===== config.mk =====
export PLATFORM = sky130hd
export DESIGN_NAME = ibs_boot_security
export DESIGN_NICKNAME = d
export VERILOG_FILES = /design/src/logic/ibs_pkg.sv /design/src/logic/ibs_boot_security.sv
export SDC_FILE = /design/constraint.sdc
export NUM_CORES = 1
export LEC_CHECK = 0
export ABC_AREA = 1
export BUFFER_PORTS_ARGS = -buffer_cell sky130_fd_sc_hd__buf_4
export CAP_MARGIN = 20
export CORE_MARGIN = 2
export CORE_UTILIZATION = 46
export CTS_CLUSTER_SIZE = 8
export DETAILED_ROUTE_END_ITERATION = 8
export HOLD_SLACK_MARGIN = 0.08
export PLACE_DENSITY = 0.7
export SLEW_MARGIN = 20
export SYNTH_ARGS = -nofsm -noshare
export SYNTH_HDL_FRONTEND = slang
export SYNTH_SLANG_ARGS = --single-unit

===== constraint.sdc =====
create_clock -name I_CLK -period 1.1 [get_ports I_CLK]
set_input_delay 0.165 -clock I_CLK [delete_from_list [all_inputs] [get_ports I_CLK]]
set_output_delay 0.165 -clock I_CLK [all_outputs]
set_load 0.1 [all_outputs]

===== src/logic/ibs_pkg.sv =====
package ibs_pkg;
  // Special function register addresses of the CPU-side registers
  localparam logic [7:0] ADDR_CHIP_CTRL = 8'h9F;
  localparam logic [7:0] ADDR_FL_ADDR_LO = 8'hAC;
  localparam logic [7:0] ADDR_FL_ADDR_HI = 8'hAD;
  localparam logic [7:0] ADDR_FL_DATA = 8'hAE;
  localparam logic [7:0] ADDR_FL_CMD = 8'hAF;
  localparam logic [7:0] ADDR_TIMED = 8'hC7;
  // Chip control values
  localparam logic [7:0] CHIP_ISP_LOADER = 8'h03;
  localparam logic [7:0] CHIP_ISP_STAY = 8'h01;
  localparam logic [7:0] CHIP_SW_RESET = 8'h83;
  localparam logic [7:0] CHIP_CTRL_RESET = 8'h00;
  // Flash commands
  localparam logic [7:0] CMD_ERASE_B0 = 8'h22;
  localparam logic [7:0] CMD_ERASE_B1 = 8'hA2;
  localparam logic [7:0] CMD_PROG_B0 = 8'h21;
  localparam logic [7:0] CMD_PROG_B1 = 8'hA1;
  localparam logic [7:0] CMD_RESET = 8'h00;
  // Timed access
  localparam logic [7:0] TIMED_KEY1 = 8'hAA;
  localparam logic [7:0] TIMED_KEY2 = 8'h55;
  localparam int CLK_PER_MC = 4;
  localparam int TIMED_WINDOW_MC = 3;
  localparam logic [3:0] TIMED_WINDOW_CYC = 4'(TIMED_WINDOW_MC * CLK_PER_MC);
  // Security option byte
  localparam logic [7:0] SEC_ERASED = 8'hFF;
  localparam int SEC_LOCK = 0;
  localparam int SEC_CODE_INHIBIT = 1;
  localparam int SEC_REBOOT_P2 = 4;
  localparam int SEC_REBOOT_P4 = 5;
  localparam int SEC_CLK_HIGH = 7;
  localparam int SYNC_STAGES = 3;

  typedef enum logic [1:0] {IBS_BANK_AP0, IBS_BANK_AP1, IBS_BANK_LD} ibs_bank_e;
  typedef enum {IBS_RUN, IBS_BUSY, IBS_DONE} ibs_state_e;

  typedef struct packed {
    logic wr;
    logic [7:0] addr;
    logic [7:0] data;
  } ibs_sfr_s;

  typedef struct packed {
    logic wr;
    logic erase_all;
    logic [7:0] data;
  } ibs_writer_s;

  typedef struct packed {
    logic go;
    logic erase;
    ibs_bank_e bank;
    logic [15:0] addr;
    logic [7:0] data;
  } ibs_flash_s;
endpackage


===== src/logic/ibs_boot_security.sv =====
`timescale 1ns/100ps
// Notes on behaviour
// - Control 03h at idle from application: loader, reset.
// - Hardware reboot also starts from loader flash.
// - Writing 83h resets back to application flash.
// - Control 01h: finish update, keep running, no reset.
// - Command reaches loader or other bank accordingly.
// - Security byte reachable only in writer mode.
// - Programmed security bits stick until erase-all or module reset.
// - Security byte erased value is all ones.
// - Lock bit zero refuses external flash access.
// - Inhibit zero: external code reads stay external.
// - Internal code reads reach everything always.
// - Inhibit one: no code read restriction.
// - Bit4 zero, reset, port2 bits low: reboot.
// - Bit5 zero, reset, port4 bit3 low: reboot.
// - Control writes only inside timed window.
// - Command 22h/A2h erases bank 0/1.
// - Command 21h/A1h programs byte into bank 0/1.
module ibs_boot_security
  import ibs_pkg::*;
(
  // Clock and reset
  input wire logic I_CLK,
  input wire logic I_RST_N,
  // CPU special function register bus
  input wire ibs_sfr_s I_SFR,
  output logic [7:0] O_SFR_RDATA,
  input wire logic I_CPU_IDLE,
  input wire logic I_CODE_FROM_EXT,
  // Pins sampled at reset
  input wire logic I_RST_PIN,
  input wire logic I_PORT2_BIT6,
  input wire logic I_PORT2_BIT7,
  input wire logic I_PORT4_BIT3,
  // Writer mode
  input wire logic I_WRITER_MODE,
  input wire ibs_writer_s I_WRITER,
  output logic [7:0] O_WRITER_RDATA,
  output logic O_WRITER_DENIED,
  // Flash engine
  output ibs_flash_s O_FLASH,
  input wire logic I_FLASH_DONE,
  // Core control
  output logic O_RUN_LOADER,
  output logic O_CPU_RESET,
  output logic O_CPU_HOLD,
  output logic O_CODE_READ_INT_OK,
  output logic O_CLK_HIGH
);
  logic [7:0] chip_ctrl;
  logic [7:0] fl_cmd;
  logic [7:0] fl_lo;
  logic [7:0] fl_hi;
  logic [7:0] fl_data;
  logic [7:0] security;
  logic run_loader;
  logic cpu_reset;
  logic win_armed;
  logic win_open;
  logic [3:0] win_cnt;
  logic idle_q;
  logic idle_rise;
  ibs_state_e state;
  ibs_flash_s flash;
  logic [SYNC_STAGES-1:0] s_rst;
  logic [SYNC_STAGES-1:0] s_p26;
  logic [SYNC_STAGES-1:0] s_p27;
  logic [SYNC_STAGES-1:0] s_p43;
  logic rst_pin;
  logic p26;
  logic p27;
  logic p43;
  logic reboot_req;
  logic chip_wr;
  ibs_bank_e bank;

  // Pin synchronisers: change accepted when stages two and three agree
  always_ff @(posedge I_CLK) begin
    if (!I_RST_N) begin
      s_rst <= '0;
      s_p26 <= '1;
      s_p27 <= '1;
      s_p43 <= '1;
    end else begin
      s_rst <= {s_rst[1:0], I_RST_PIN};
      s_p26 <= {s_p26[1:0], I_PORT2_BIT6};
      s_p27 <= {s_p27[1:0], I_PORT2_BIT7};
      s_p43 <= {s_p43[1:0], I_PORT4_BIT3};
    end
  end

  always_ff @(posedge I_CLK) begin
    if (!I_RST_N) begin
      rst_pin <= 1'b0;
      p26 <= 1'b1;
      p27 <= 1'b1;
      p43 <= 1'b1;
    end else begin
      if (s_rst[1] == s_rst[2]) rst_pin <= s_rst[2];
      if (s_p26[1] == s_p26[2]) p26 <= s_p26[2];
      if (s_p27[1] == s_p27[2]) p27 <= s_p27[2];
      if (s_p43[1] == s_p43[2]) p43 <= s_p43[2];
    end
  end

  assign reboot_req = rst_pin && ((!security[SEC_REBOOT_P2] && !p26 && !p27)
                      || (!security[SEC_REBOOT_P4] && !p43));

  // Timed access window: AAh arms, 55h within the window opens it
  always_ff @(posedge I_CLK) begin
    if (!I_RST_N) begin
      win_armed <= 1'b0;
      win_open <= 1'b0;
      win_cnt <= '0;
    end else if (I_SFR.wr && I_SFR.addr == ADDR_TIMED && I_SFR.data == TIMED_KEY1) begin
      win_armed <= 1'b1;
      win_open <= 1'b0;
      win_cnt <= TIMED_WINDOW_CYC;
    end else if (I_SFR.wr && I_SFR.addr == ADDR_TIMED && I_SFR.data == TIMED_KEY2 && win_armed) begin
      win_armed <= 1'b0;
      win_open <= 1'b1;
      win_cnt <= TIMED_WINDOW_CYC;
    end else if (win_cnt > 4'h0) begin
      win_cnt <= win_cnt - 4'h1;
    end else begin
      win_armed <= 1'b0;
      win_open <= 1'b0;
    end
  end

  assign chip_wr = I_SFR.wr && I_SFR.addr == ADDR_CHIP_CTRL && win_open;

  always_ff @(posedge I_CLK) begin
    if (!I_RST_N || cpu_reset) begin
      chip_ctrl <= CHIP_CTRL_RESET;
    end else if (chip_wr && I_SFR.data != CHIP_SW_RESET) begin
      chip_ctrl <= I_SFR.data;
    end
  end

  always_ff @(posedge I_CLK) begin
    if (!I_RST_N) begin
      fl_cmd <= CMD_RESET;
      fl_lo <= 8'h00;
      fl_hi <= 8'h00;
      fl_data <= 8'h00;
    end else if (I_SFR.wr) begin
      if (I_SFR.addr == ADDR_FL_CMD) fl_cmd <= I_SFR.data;
      else if (I_SFR.addr == ADDR_FL_ADDR_LO) fl_lo <= I_SFR.data;
      else if (I_SFR.addr == ADDR_FL_ADDR_HI) fl_hi <= I_SFR.data;
      else if (I_SFR.addr == ADDR_FL_DATA) fl_data <= I_SFR.data;
    end
  end

  // Read data is registered: it stands the cycle after the address is shown
  always_ff @(posedge I_CLK) begin
    if (!I_RST_N) O_SFR_RDATA <= 8'h00;
    else if (I_SFR.addr == ADDR_CHIP_CTRL) O_SFR_RDATA <= chip_ctrl;
    else if (I_SFR.addr == ADDR_FL_CMD) O_SFR_RDATA <= fl_cmd;
    else if (I_SFR.addr == ADDR_FL_ADDR_LO) O_SFR_RDATA <= fl_lo;
    else if (I_SFR.addr == ADDR_FL_ADDR_HI) O_SFR_RDATA <= fl_hi;
    else if (I_SFR.addr == ADDR_FL_DATA) O_SFR_RDATA <= fl_data;
    else O_SFR_RDATA <= 8'h00;
  end

  // Bank: from the loader, bit 7 picks bank 0 or 1; from the application the other bank or loader
  always_comb begin
    if (run_loader || chip_ctrl == CHIP_ISP_LOADER) begin
      bank = fl_cmd[7] ? IBS_BANK_AP1 : IBS_BANK_AP0;
    end else if (fl_cmd[7]) begin
      bank = IBS_BANK_AP1;
    end else if (fl_cmd[6]) begin
      bank = IBS_BANK_LD;
    end else begin
      bank = IBS_BANK_AP0;
    end
  end

  // Idle entry under 01h, or under 03h in the loader, launches one flash operation; CPU held until it finishes
  always_ff @(posedge I_CLK) begin
    if (!I_RST_N) idle_q <= 1'b0;
    else idle_q <= I_CPU_IDLE;
  end
  assign idle_rise = I_CPU_IDLE && !idle_q;

  always_ff @(posedge I_CLK) begin
    if (!I_RST_N) begin
      state <= IBS_RUN;
      flash <= '0;
    end else begin
      flash.go <= 1'b0;
      case (state)
        IBS_RUN: begin
          if (idle_rise && (chip_ctrl == CHIP_ISP_STAY || (chip_ctrl == CHIP_ISP_LOADER && run_loader))) begin
            flash.go <= 1'b1;
            flash.erase <= (fl_cmd == CMD_ERASE_B0 || fl_cmd == CMD_ERASE_B1);
            flash.bank <= bank;
            flash.addr <= {fl_hi, fl_lo};
            flash.data <= fl_data;
            state <= IBS_BUSY;
          end
        end
        IBS_BUSY: begin
          if (I_FLASH_DONE) state <= IBS_DONE;
        end
        IBS_DONE: begin
          if (!I_CPU_IDLE) state <= IBS_RUN;
        end
        default: state <= IBS_RUN;
      endcase
    end
  end
  assign O_FLASH = flash;
  assign O_CPU_HOLD = (state == IBS_BUSY);

  // Bank switching and CPU reset
  always_ff @(posedge I_CLK) begin
    if (!I_RST_N) begin
      run_loader <= 1'b0;
      cpu_reset <= 1'b0;
    end else begin
      cpu_reset <= 1'b0;
      if (reboot_req) begin
        run_loader <= 1'b1;
        cpu_reset <= 1'b1;
      end else if (chip_wr && I_SFR.data == CHIP_SW_RESET) begin
        run_loader <= 1'b0;
        cpu_reset <= 1'b1;
      end else if (idle_rise && !run_loader && chip_ctrl == CHIP_ISP_LOADER) begin
        run_loader <= 1'b1;
        cpu_reset <= 1'b1;
      end
    end
  end
  assign O_RUN_LOADER = run_loader;
  assign O_CPU_RESET = cpu_reset;

  // Security byte: writes only clear bits; erase-all restores ones
  always_ff @(posedge I_CLK) begin
    if (!I_RST_N) begin
      security <= SEC_ERASED;
    end else if (I_WRITER_MODE && I_WRITER.erase_all) begin
      security <= SEC_ERASED;
    end else if (I_WRITER_MODE && I_WRITER.wr && security[SEC_LOCK]) begin
      security <= security & I_WRITER.data;
    end
  end

  always_ff @(posedge I_CLK) begin
    if (!I_RST_N) begin
      O_WRITER_RDATA <= 8'h00;
      O_WRITER_DENIED <= 1'b0;
    end else begin
      O_WRITER_DENIED <= I_WRITER_MODE && !security[SEC_LOCK];
      O_WRITER_RDATA <= (I_WRITER_MODE && security[SEC_LOCK]) ? security : 8'h00;
    end
  end

  // Code-table reads: from internal memory always allowed
  assign O_CODE_READ_INT_OK = !I_CODE_FROM_EXT || security[SEC_CODE_INHIBIT];
  assign O_CLK_HIGH = security[SEC_CLK_HIGH];

  AST_WINDOW_GATE: assert property (@(posedge I_CLK) disable iff (!I_RST_N)
    (I_SFR.wr && I_SFR.addr == ADDR_CHIP_CTRL && !win_open) |=> $stable(chip_ctrl) || chip_ctrl == CHIP_CTRL_RESET)
    else $error("control changed outside timed window");
  AST_SOFT_RESET: assert property (@(posedge I_CLK) disable iff (!I_RST_N)
    (chip_wr && I_SFR.data == CHIP_SW_RESET && !reboot_req) |=> cpu_reset && !run_loader)
    else $error("software reset did not return to application");
  AST_IDLE_LOADER: assert property (@(posedge I_CLK) disable iff (!I_RST_N)
    (idle_rise && !run_loader && chip_ctrl == CHIP_ISP_LOADER && !reboot_req && !chip_wr) |=> run_loader && cpu_reset)
    else $error("idle did not switch to loader");
  AST_STAY: assert property (@(posedge I_CLK) disable iff (!I_RST_N)
    (idle_rise && chip_ctrl == CHIP_ISP_STAY && !reboot_req && !chip_wr) |=> !cpu_reset && $stable(run_loader))
    else $error("stay mode switched or reset");
  AST_REBOOT: assert property (@(posedge I_CLK) disable iff (!I_RST_N)
    reboot_req |=> run_loader)
    else $error("hardware reboot did not select loader");
  AST_STICKY: assert property (@(posedge I_CLK) disable iff (!I_RST_N)
    !(I_WRITER_MODE && I_WRITER.erase_all) |=> ((security & ~$past(security)) == 8'h00))
    else $error("security bit returned to one without erase-all");
  AST_LOCK: assert property (@(posedge I_CLK) disable iff (!I_RST_N)
    (I_WRITER_MODE && !security[SEC_LOCK]) |=> O_WRITER_DENIED && O_WRITER_RDATA == 8'h00)
    else $error("locked device answered writer");
  AST_HOLD: assert property (@(posedge I_CLK) disable iff (!I_RST_N)
    (flash.go || (O_CPU_HOLD && !I_FLASH_DONE)) |=> O_CPU_HOLD)
    else $error("cpu not held during flash operation");
  AST_INHIBIT: assert property (@(posedge I_CLK) disable iff (!I_RST_N)
    (I_CODE_FROM_EXT && !security[SEC_CODE_INHIBIT]) |-> !O_CODE_READ_INT_OK)
    else $error("external code read reached internal flash");
  COV_SOFT_RESET: cover property (@(posedge I_CLK) chip_wr && I_SFR.data == CHIP_SW_RESET);
  COV_LAUNCH: cover property (@(posedge I_CLK) flash.go ##[1:50] I_FLASH_DONE);
  COV_REBOOT: cover property (@(posedge I_CLK) reboot_req);
  COV_LOCK: cover property (@(posedge I_CLK) !security[SEC_LOCK]);
endmodule


Word-level counts from Yosys, hierarchy flattened

Index checks and enable logic that the tools add are counted.

Magnitude comparators: 1
Add/subtract/negate cells: 1
Equality and inequality tests: 26
Reduce and logical (&&, ||, !) cells: 52
Bitwise gates (word level): 5
Mux-type cells: 27

Operators by type and width:

| kind                  | number |
|---|---|
| $mux W32              | 3 |
| $pmux W32 S3          | 1 |
| $eq A8 B8 Y1 const B  | 9 |
| $eq A32 B2 Y1 const B | 2 |
| $mux W8               | 5 |
| $eq A32 B1 Y1 const B | 1 |
| $logic_not A32 Y1     | 1 |
| $mux W28              | 1 |
| $logic_and A1 B1 Y1   | 22 |
| $mux W4               | 3 |
| $mux W1               | 11 |
| $logic_not A1 Y1      | 10 |
| $and A8 B8 Y8         | 1 |
| $eq A8 B1 Y1 const B  | 1 |
| $eq A8 B2 Y1 const B  | 1 |
| $eq A8 B6 Y1 const B  | 1 |
| $eq A8 B7 Y1 const B  | 1 |
| $ne A2 B2 Y1 const B  | 4 |
| $ne A8 B8 Y1 const B  | 1 |
| $reduce_and A2 Y1     | 4 |
| $logic_or A1 B1 Y1    | 6 |
| $mux W2               | 3 |
| $reduce_and A3 Y1     | 2 |
| $reduce_bool A3 Y1    | 2 |
| other kinds (9)       | 16 |

Register bits: 150
Logic and storage cells: 142
Output and inout bits: 50
Input port bits: 37

Logic depth before layout (Yosys ltp)

Gate-level depths: netlist of run 1.

Word-level depth: 7
Mapped depth: 9
Depth with buffers taken out: 9

Worst setup path after synthesis of run 1

OpenSTA, ideal clock, no wires.

Path type: reg-to-reg
Start: register state[0]
End: register state[1]
Stages on the path, launching flop included: 5
Setup slack: -0.895 ns
Data required time: 1.030 ns
Period minus slack after synthesis: 1.995 ns
Buffers on the path: 0
Arrival: 1.925 ns
Library setup time: 0.070 ns
Cell sequence: dfxtp_1 > inv_1 > nor2_1 > nand2_1 > a21oi_1

Cells in the longest elaborated chain, start to end: 3
Elaborated cells between the ends (all ways): 8
Classes of those cells: eq/ne (5); mux (1); reduce/logical (2)

Ends and longest elaborated chain:

| item                                        | RTL line                 | text |
|---|---|---|
| start: declaration                          | ibs_boot_security.sv:64  | `ibs_state_e state;` |
| start signal: assignment                    | ibs_boot_security.sv:189 | `state <= IBS_RUN;` |
| start signal: assignment                    | ibs_boot_security.sv:201 | `state <= IBS_BUSY;` |
| start signal: assignment                    | ibs_boot_security.sv:205 | `if (I_FLASH_DONE) state <= IBS_DONE;` |
| $eq A32 B1 Y1, or another cell as far along | ibs_boot_security.sv:193 | `case (state)` |
| $ne A2 B2 Y1 (no source line)               | -                        |  |
| $reduce_and A3 Y1 (no source line)          | -                        |  |

Parallel ways exist; a longest one is shown, timed or not.
A chain may end at the register's enable or synchronous reset.

Worst setup path in the final report of run 1

Start: register state[0]
End: register flash (netlist bit O_FLASH[22])

Cells in the longest elaborated chain, start to end: 2

Ends and longest elaborated chain:

| item                               | RTL line                 | text |
|---|---|---|
| $logic_not A32 Y1                  | ibs_boot_security.sv:193 |  |
| $reduce_and A2 Y1 (no source line) | -                        |  |
| end: declaration                   | ibs_boot_security.sv:65  | `ibs_flash_s flash;` |

No other way between the ends.

==> impl_metrics.json, run 1 <==
{
  "fin_nets": 851,
  "cts_inserted_buffers": 17,
  "tightest_slew_ns": 0.598,
  "final_cells": 962,
  "power_w": 0.0113,
  "first_global_vias": 5078,
  "routed_via_density": 5.42,
  "hold_viol": 0,
  "fmaxAchievable_mhz": 683,
  "grt_max_degree": 34,
  "cp.required_ns": 1.52,
  "areaGrowthSynthToFinish_pct": 70.7,
  "post-dp-hpwl_um": 9500,
  "synth_area_um2": 4800,
  "min_from": "I_SFR[3]",
  "drtAntennaViolNets": 0,
  "maxSlewViolCount": 0,
  "power_density_nw_per_um2": 1380,
  "cts_tree": "yes",
  "setup_ws_ns": -0.365,
  "syn-mean-instance-area_um2": 7.62,
  "tns_ns": -14.50,
  "seq_area_frac_synth_pct": 50.1,
  "crit_arrival_ns": 1.89,
  "yosys-top-cells-area": "dfxtp_1 (50%), nor2_1 (10%), nand2_1 (7.1%)",
  "cts.sinks": 120,
  "worst_setup_path_start_kind": "flip-flop",
  "clk-insertion-delay-late_ns": 0.52,
  "grt_overflow": 0,
  "diodes": 0,
  "critical_path.startpoint": "state[0]$_SDFFE_PN0P_",
  "numPortBuffers": 86,
  "yosysTopAreaCell": "dfxtp_1",
  "cts_root_buf": "clkbuf_8",
  "antenna_found_initial": 0,
  "drt_iter0_markers": 525,
  "clockBufferDepth": 2,
  "critPathCaptureType": "flip-flop",
  "setup_violations": 82,
  "htree_levels": 4,
  "leakagePower_nw": 3.60,
  "routedWlPerCell_um": 18.2,
  "violations": "design-rule violations, negative setup slack",
  "relSlewSlack_pct": 60.0,
  "core_um2": 10200,
  "drive_above_1_share_pct": 43.5,
  "timing.rr.start": "state[0]$_SDFFE_PN0P_",
  "dpl_worst_slack_ns": -0.268,
  "wl_met3_um": 1380,
  "min_path_type": "primary input to flip-flop",
  "postRouteWirelength_um": 17500,
  "dr.pass1.iters": 9,
  "track_usage_pct": 29.5,
  "initial_core_util_pct": 46.9,
  "rows": 37,
  "yosys.area.top_type_share_pct": 50.1,
  "worst-path-max-fanout": 5,
  "synthesis.nets": 668,
  "wl_met2_um": 8850,
  "maxCapViolations": 0,
  "die-area_um2": 11300,
  "gp_congestion": 0.964,
  "period_needed_ns": 1.47,
  "io_pins": 87,
  "grt_pass1_wl_um": 25600,
  "floorplan.die.width_um": 106,
  "top_layer": "met4",
  "irDropWorstVdd_mv": 1.06,
  "rsz0062_at_grt": "true",
  "fin_skew_ns": 0.00945,
  "drc": 4,
  "yosysWarnings": 0,
  "clkSlewWorstSetupHoldPaths_ns": 0.06,
  "ys_types": 29,
  "fp.dieH_um": 106,
  "fin_util_pct": 80.1,
  "status": "finished with violations",
  "met1_length_um": 6470,
  "syn_inst": 630,
  "num_vias": 5212,
  "dp_cells": 879,
  "yosys_register_bits": 120,
  "post-route-period-util_pct": 133,
  "path_class": "flip-flop to flip-flop"
}
## worst max-delay path, cell delays in order (launching register included)
cell and delay (ns):
dfxtp_2 0.33, nor2_1 0.19, o21ai_2 0.12, nor2_4 0.11, nand2_4 0.11, inv_8 0.11, buf_6 0.14, o21ai_2 0.05
nor2_1 0.21
## routing by layer
metal | vias to the layer above | global-route usage [%]
li1 | 2406 | -
met1 | 2453 | 33.4
met2 | 281 | 49.8
met3 | 72 | 8.65
met4 | 0 | 16.4
met5 | - | 0
## registers in the layout, indices dropped and copies added, names as in the netlist, 2 cells and up
| register | cells |
|---|---|
| O_FLASH | 28 |
| O_SFR_RDATA | 8 |
| O_WRITER_RDATA | 8 |
| chip_ctrl | 8 |
| fl_cmd | 8 |
| fl_data | 8 |
| fl_hi | 8 |
| fl_lo | 8 |
| s_p26 | 3 |
| s_p27 | 3 |
| s_p43 | 3 |
| s_rst | 3 |
| security | 8 |
| state | 2 |
| win_cnt | 4 |
## layout by cell type, fill, tap and decap left out, types with 3 or more instances in the layout
cell type / synthesis / final
nor2_1: 131 / 94
inv_1: 57 / 52
a21oi_1: 34 / 31
buf_4: 2 / 90
clkbuf_8: 0 / 3
inv_2: 5 / 9
clkbuf_16: 0 / 16
dfxtp_4: 0 / 16
dfxtp_2: 0 / 40
nand3_4: 3 / 4
nor3_1: 14 / 11
nand2_2: 5 / 12
nand2_1: 91 / 83
nand2_4: 2 / 3
clkinv_4: 0 / 4
nand3_1: 47 / 42
nand4_1: 12 / 12
buf_6: 2 / 8
o21ai_0: 57 / 32
buf_12: 0 / 57
inv_6: 0 / 3
a21oi_2: 0 / 3
nand3_2: 0 / 4
dfxtp_1: 120 / 64
nor3_2: 0 / 3
or2_2: 9 / 9
nor2_2: 2 / 12
clkinv_2: 0 / 3
o21ai_2: 0 / 14
nor2_4: 5 / 32
o21ai_1: 3 / 14
dlygate4sd3_1: 0 / 28
## path summary, 6_finish.rpt
check                              endpoint  slack (ns)  cells past startpoint
setup reg to reg   O_FLASH[22]$_SDFFE_PN0P_       -0.37                      8
hold reg to reg         s_p26[1]$_SDFF_PN1_        0.41                      1
setup / recovery   O_FLASH[22]$_SDFFE_PN0P_       -0.37                      8
hold / removal    chip_ctrl[3]$_SDFFE_PP0P_        0.08                      4
## synthesized netlist by cell type (all sizes together)
cell type / count
nor3: 14
a21oi: 34
xor2: 1
dfxtp: 120
nand2: 98
ha: 1
nand3b: 3
or2: 9
clkbuf: 10
inv: 62
nor2: 140
a31oi: 1
o21ai: 60
nand3: 50
nand4: 13
buf: 14
## cell families (layout without fill, tap and decap cells)
family                   Yosys count  count (layout)  share of synthesized area, %
AND/OR/NAND/NOR                  327             328                          32.1
flip-flops                       120             120                          50.1
AO/OA/AOI/OAI                     95              95                          9.93
buffers and inverters             86             281                          7.43
adder cells (fa/ha/maj)            1               1                         0.261
XOR/XNOR                           1               1                         0.183
## per-stage QoR
step                cell area (um^2)  hold slack, ns
detailed placement              5990           0.356
floorplan                       4880           0.263
global placement                5990           0.352
finish                          8190          0.0785
global route                    8190           0.113
CTS                             7850          0.0866
## where the power goes
group          leakage [nW]  switching, W  internal, W
Sequential             1.00     0.0000846      0.00442
Combinational          2.32      0.000863     0.000703
Clock                 0.279       0.00211      0.00313
## cell type report
cell class	instances	area (um^2)
inverter	62	240
clock inverter	13	120
sequential	120	2510
timing repair buffer	187	2270
multi-input combinational	425	2440
tap	136	170
fill	577	2040
clock buffer	19	442
## repair_timing
| action | 4_1_cts | 5_1_grt |
|---|---|---|
| gates cloned | 3 | 1 |
| endpoints found under the hold margin | 45 | 2 |
| resized for setup | 274 | 77 |
| pin swaps | 25 | 19 |
| endpoints found under the setup margin | 85 | 103 |
| setup buffers | 5 | 16 |
| hold buffers | 28 | 2 |
(Power assumes the default switching activity.)
==> run 2, diff against run 1 <==
Settings changed: CTS_CLUSTER_SIZE 8 to default.
Clock period 1.1 ns to 1.21 ns, I/O delays scaled along.
==> impl_metrics.json, run 2 (synthesis results as in run 1) <==
{
  "drt_iter0_markers": 427,
  "violations": "negative setup slack",
  "gp_congestion": 0.986,
  "dpl_worst_slack_ns": -0.203,
  "maxCapViolations": 0,
  "core_um2": 10200,
  "floorplan.die.width_um": 106,
  "post-dp-hpwl_um": 9290,
  "grt_overflow": 0,
  "routed_via_density": 5.24,
  "clk-insertion-delay-late_ns": 0.53,
  "worst-path-max-fanout": 3,
  "path_class": "flip-flop to output port",
  "clockBufferDepth": 2,
  "rsz0062_at_grt": "true",
  "min_path_type": "primary input to flip-flop",
  "rows": 37,
  "track_usage_pct": 26.9,
  "drtAntennaViolNets": 0,
  "num_vias": 4882,
  "slowest_delay_ns": 0.32,
  "irDropWorstVdd_mv": 0.825,
  "final_common_cell": "nor2_1",
  "critPathCaptureType": "output port",
  "cp_slowest_cell": "dfxtp_2",
  "postRouteWirelength_um": 15300,
  "io_pins": 87,
  "status": "finished with violations",
  "antenna_found_initial": 0,
  "fin_skew_ns": 0.00741,
  "relSlewSlack_pct": 66.8,
  "worst_setup_path_start_kind": "flip-flop",
  "setup_violations": 78,
  "cts_tree": "yes",
  "cts_inserted_buffers": 17,
  "power_density_nw_per_um2": 1330,
  "leakagePower_nw": 3.45,
  "multiInputGateArea_um2": 2190,
  "grt_pass1_wl_um": 23500,
  "largest_reg_flops": 28,
  "grt_max_degree": 33,
  "dr.pass1.iters": 8,
  "cp.required_ns": 1.03,
  "setup_ws_ns": -0.246,
  "post-route-period-util_pct": 120,
  "fillers": 671,
  "areaGrowthSynthToFinish_pct": 60.0,
  "drc": 0,
  "numPortBuffers": 86,
  "routedWlPerCell_um": 16.4,
  "power_w": 0.0102,
  "crit_arrival_ns": 1.27,
  "clkSlewWorstSetupHoldPaths_ns": 0.06,
  "tightest_slew_ns": 0.497,
  "fp.dieH_um": 106,
  "fin_nets": 821,
  "path_cells": "buf_6 > nor2_4 > buf_12",
  "maxSlewViolCount": 0,
  "hold_viol": 0,
  "period_needed_ns": 1.46,
  "diodes": 0,
  "htree_levels": 4,
  "drive_above_1_share_pct": 35.8,
  "seq_area_um2": 2480,
  "cts.sinks": 120,
  "fmaxAchievable_mhz": 687,
  "first_global_vias": 4716,
  "die-area_um2": 11300,
  "cts_root_buf": "clkbuf_8",
  "initial_core_util_pct": 46.9,
  "final_cell_mix": "nor2_1 (123), nand2_1 (86), buf_4 (69)"
}
==> run 2: what timing repair did <==
action / CTS / global route
endpoints found under the hold margin: 39 / 1
gates resized for setup: 197 / 51
gates cloned: 1 / 3
hold buffers: 22 / 1
setup endpoints to repair: 79 / 99
pin swaps: 3 / 14
buffers inserted: 3 / 5
==> run 2: final timing paths <==
path / start / to / slack, ns / cells past startpoint
max: state[1]$_SDFFE_PN0P_ / O_CPU_HOLD / -0.25 / 3
min: I_SFR[6] / fl_data[6]$_SDFFE_PN0P_ / 0.08 / 4
max reg2reg: idle_q$_SDFF_PN0_ / O_FLASH[6]$_SDFFE_PN0P_ / -0.23 / 8
min reg2reg: s_p27[0]$_SDFF_PN1_ / s_p27[1]$_SDFF_PN1_ / 0.41 / 1
==> run 2: final cells by class <==
class                      instances  area share, %
sequential                       120           32.3
multi-input combinational        425           28.5
timing repair buffer             157           26.3
inverter                          62           3.13
tap                              136           2.22
clock buffer                      18           5.57
clock inverter                    14           1.94
==> run 2: power by group <==
| group | internal (W) | switching (W) | total (W) |
|---|---|---|---|
| Sequential | 0.00404 | 0.0000674 | 0.00411 |
| Clock | 0.00299 | 0.00191 | 0.00490 |
| Combinational | 0.000508 | 0.000676 | 0.00118 |
| Total | 0.00754 | 0.00265 | 0.0102 |
==> run 2: metal layers <==
metal | vias up | global-route usage [%] | share of wire, %
li1 | 2336 | - | -
met1 | 2285 | 32.4 | 40
met2 | 217 | 46.6 | 50
met3 | 44 | 6.68 | 6.7
met4 | 0 | 9.59 | 2.9
met5 | - | 0 | 0
==> run 2: metrics by stage <==
stage	TNS (ns)	cell area (um^2)	cells	hold WS, ns	utilization [%]
floorplan	-1.10	4860	630	0.279	-
global placement	-7.76	5900	868	0.372	57.7
detailed placement	-9.71	5900	868	0.371	57.7
CTS	-5.61	7460	926	0.0838	72.9
global route	-9.51	7680	932	0.0853	75.1
finish	-6.61	7680	932	0.0788	75.1
==> run 2: worst max-delay path: cells and delay by family (launching register included) <==
family | cells | cell delay (ns)
buffers and inverters | 2 | 0.30
flip-flops | 1 | 0.32
AND/OR/NAND/NOR | 1 | 0.13
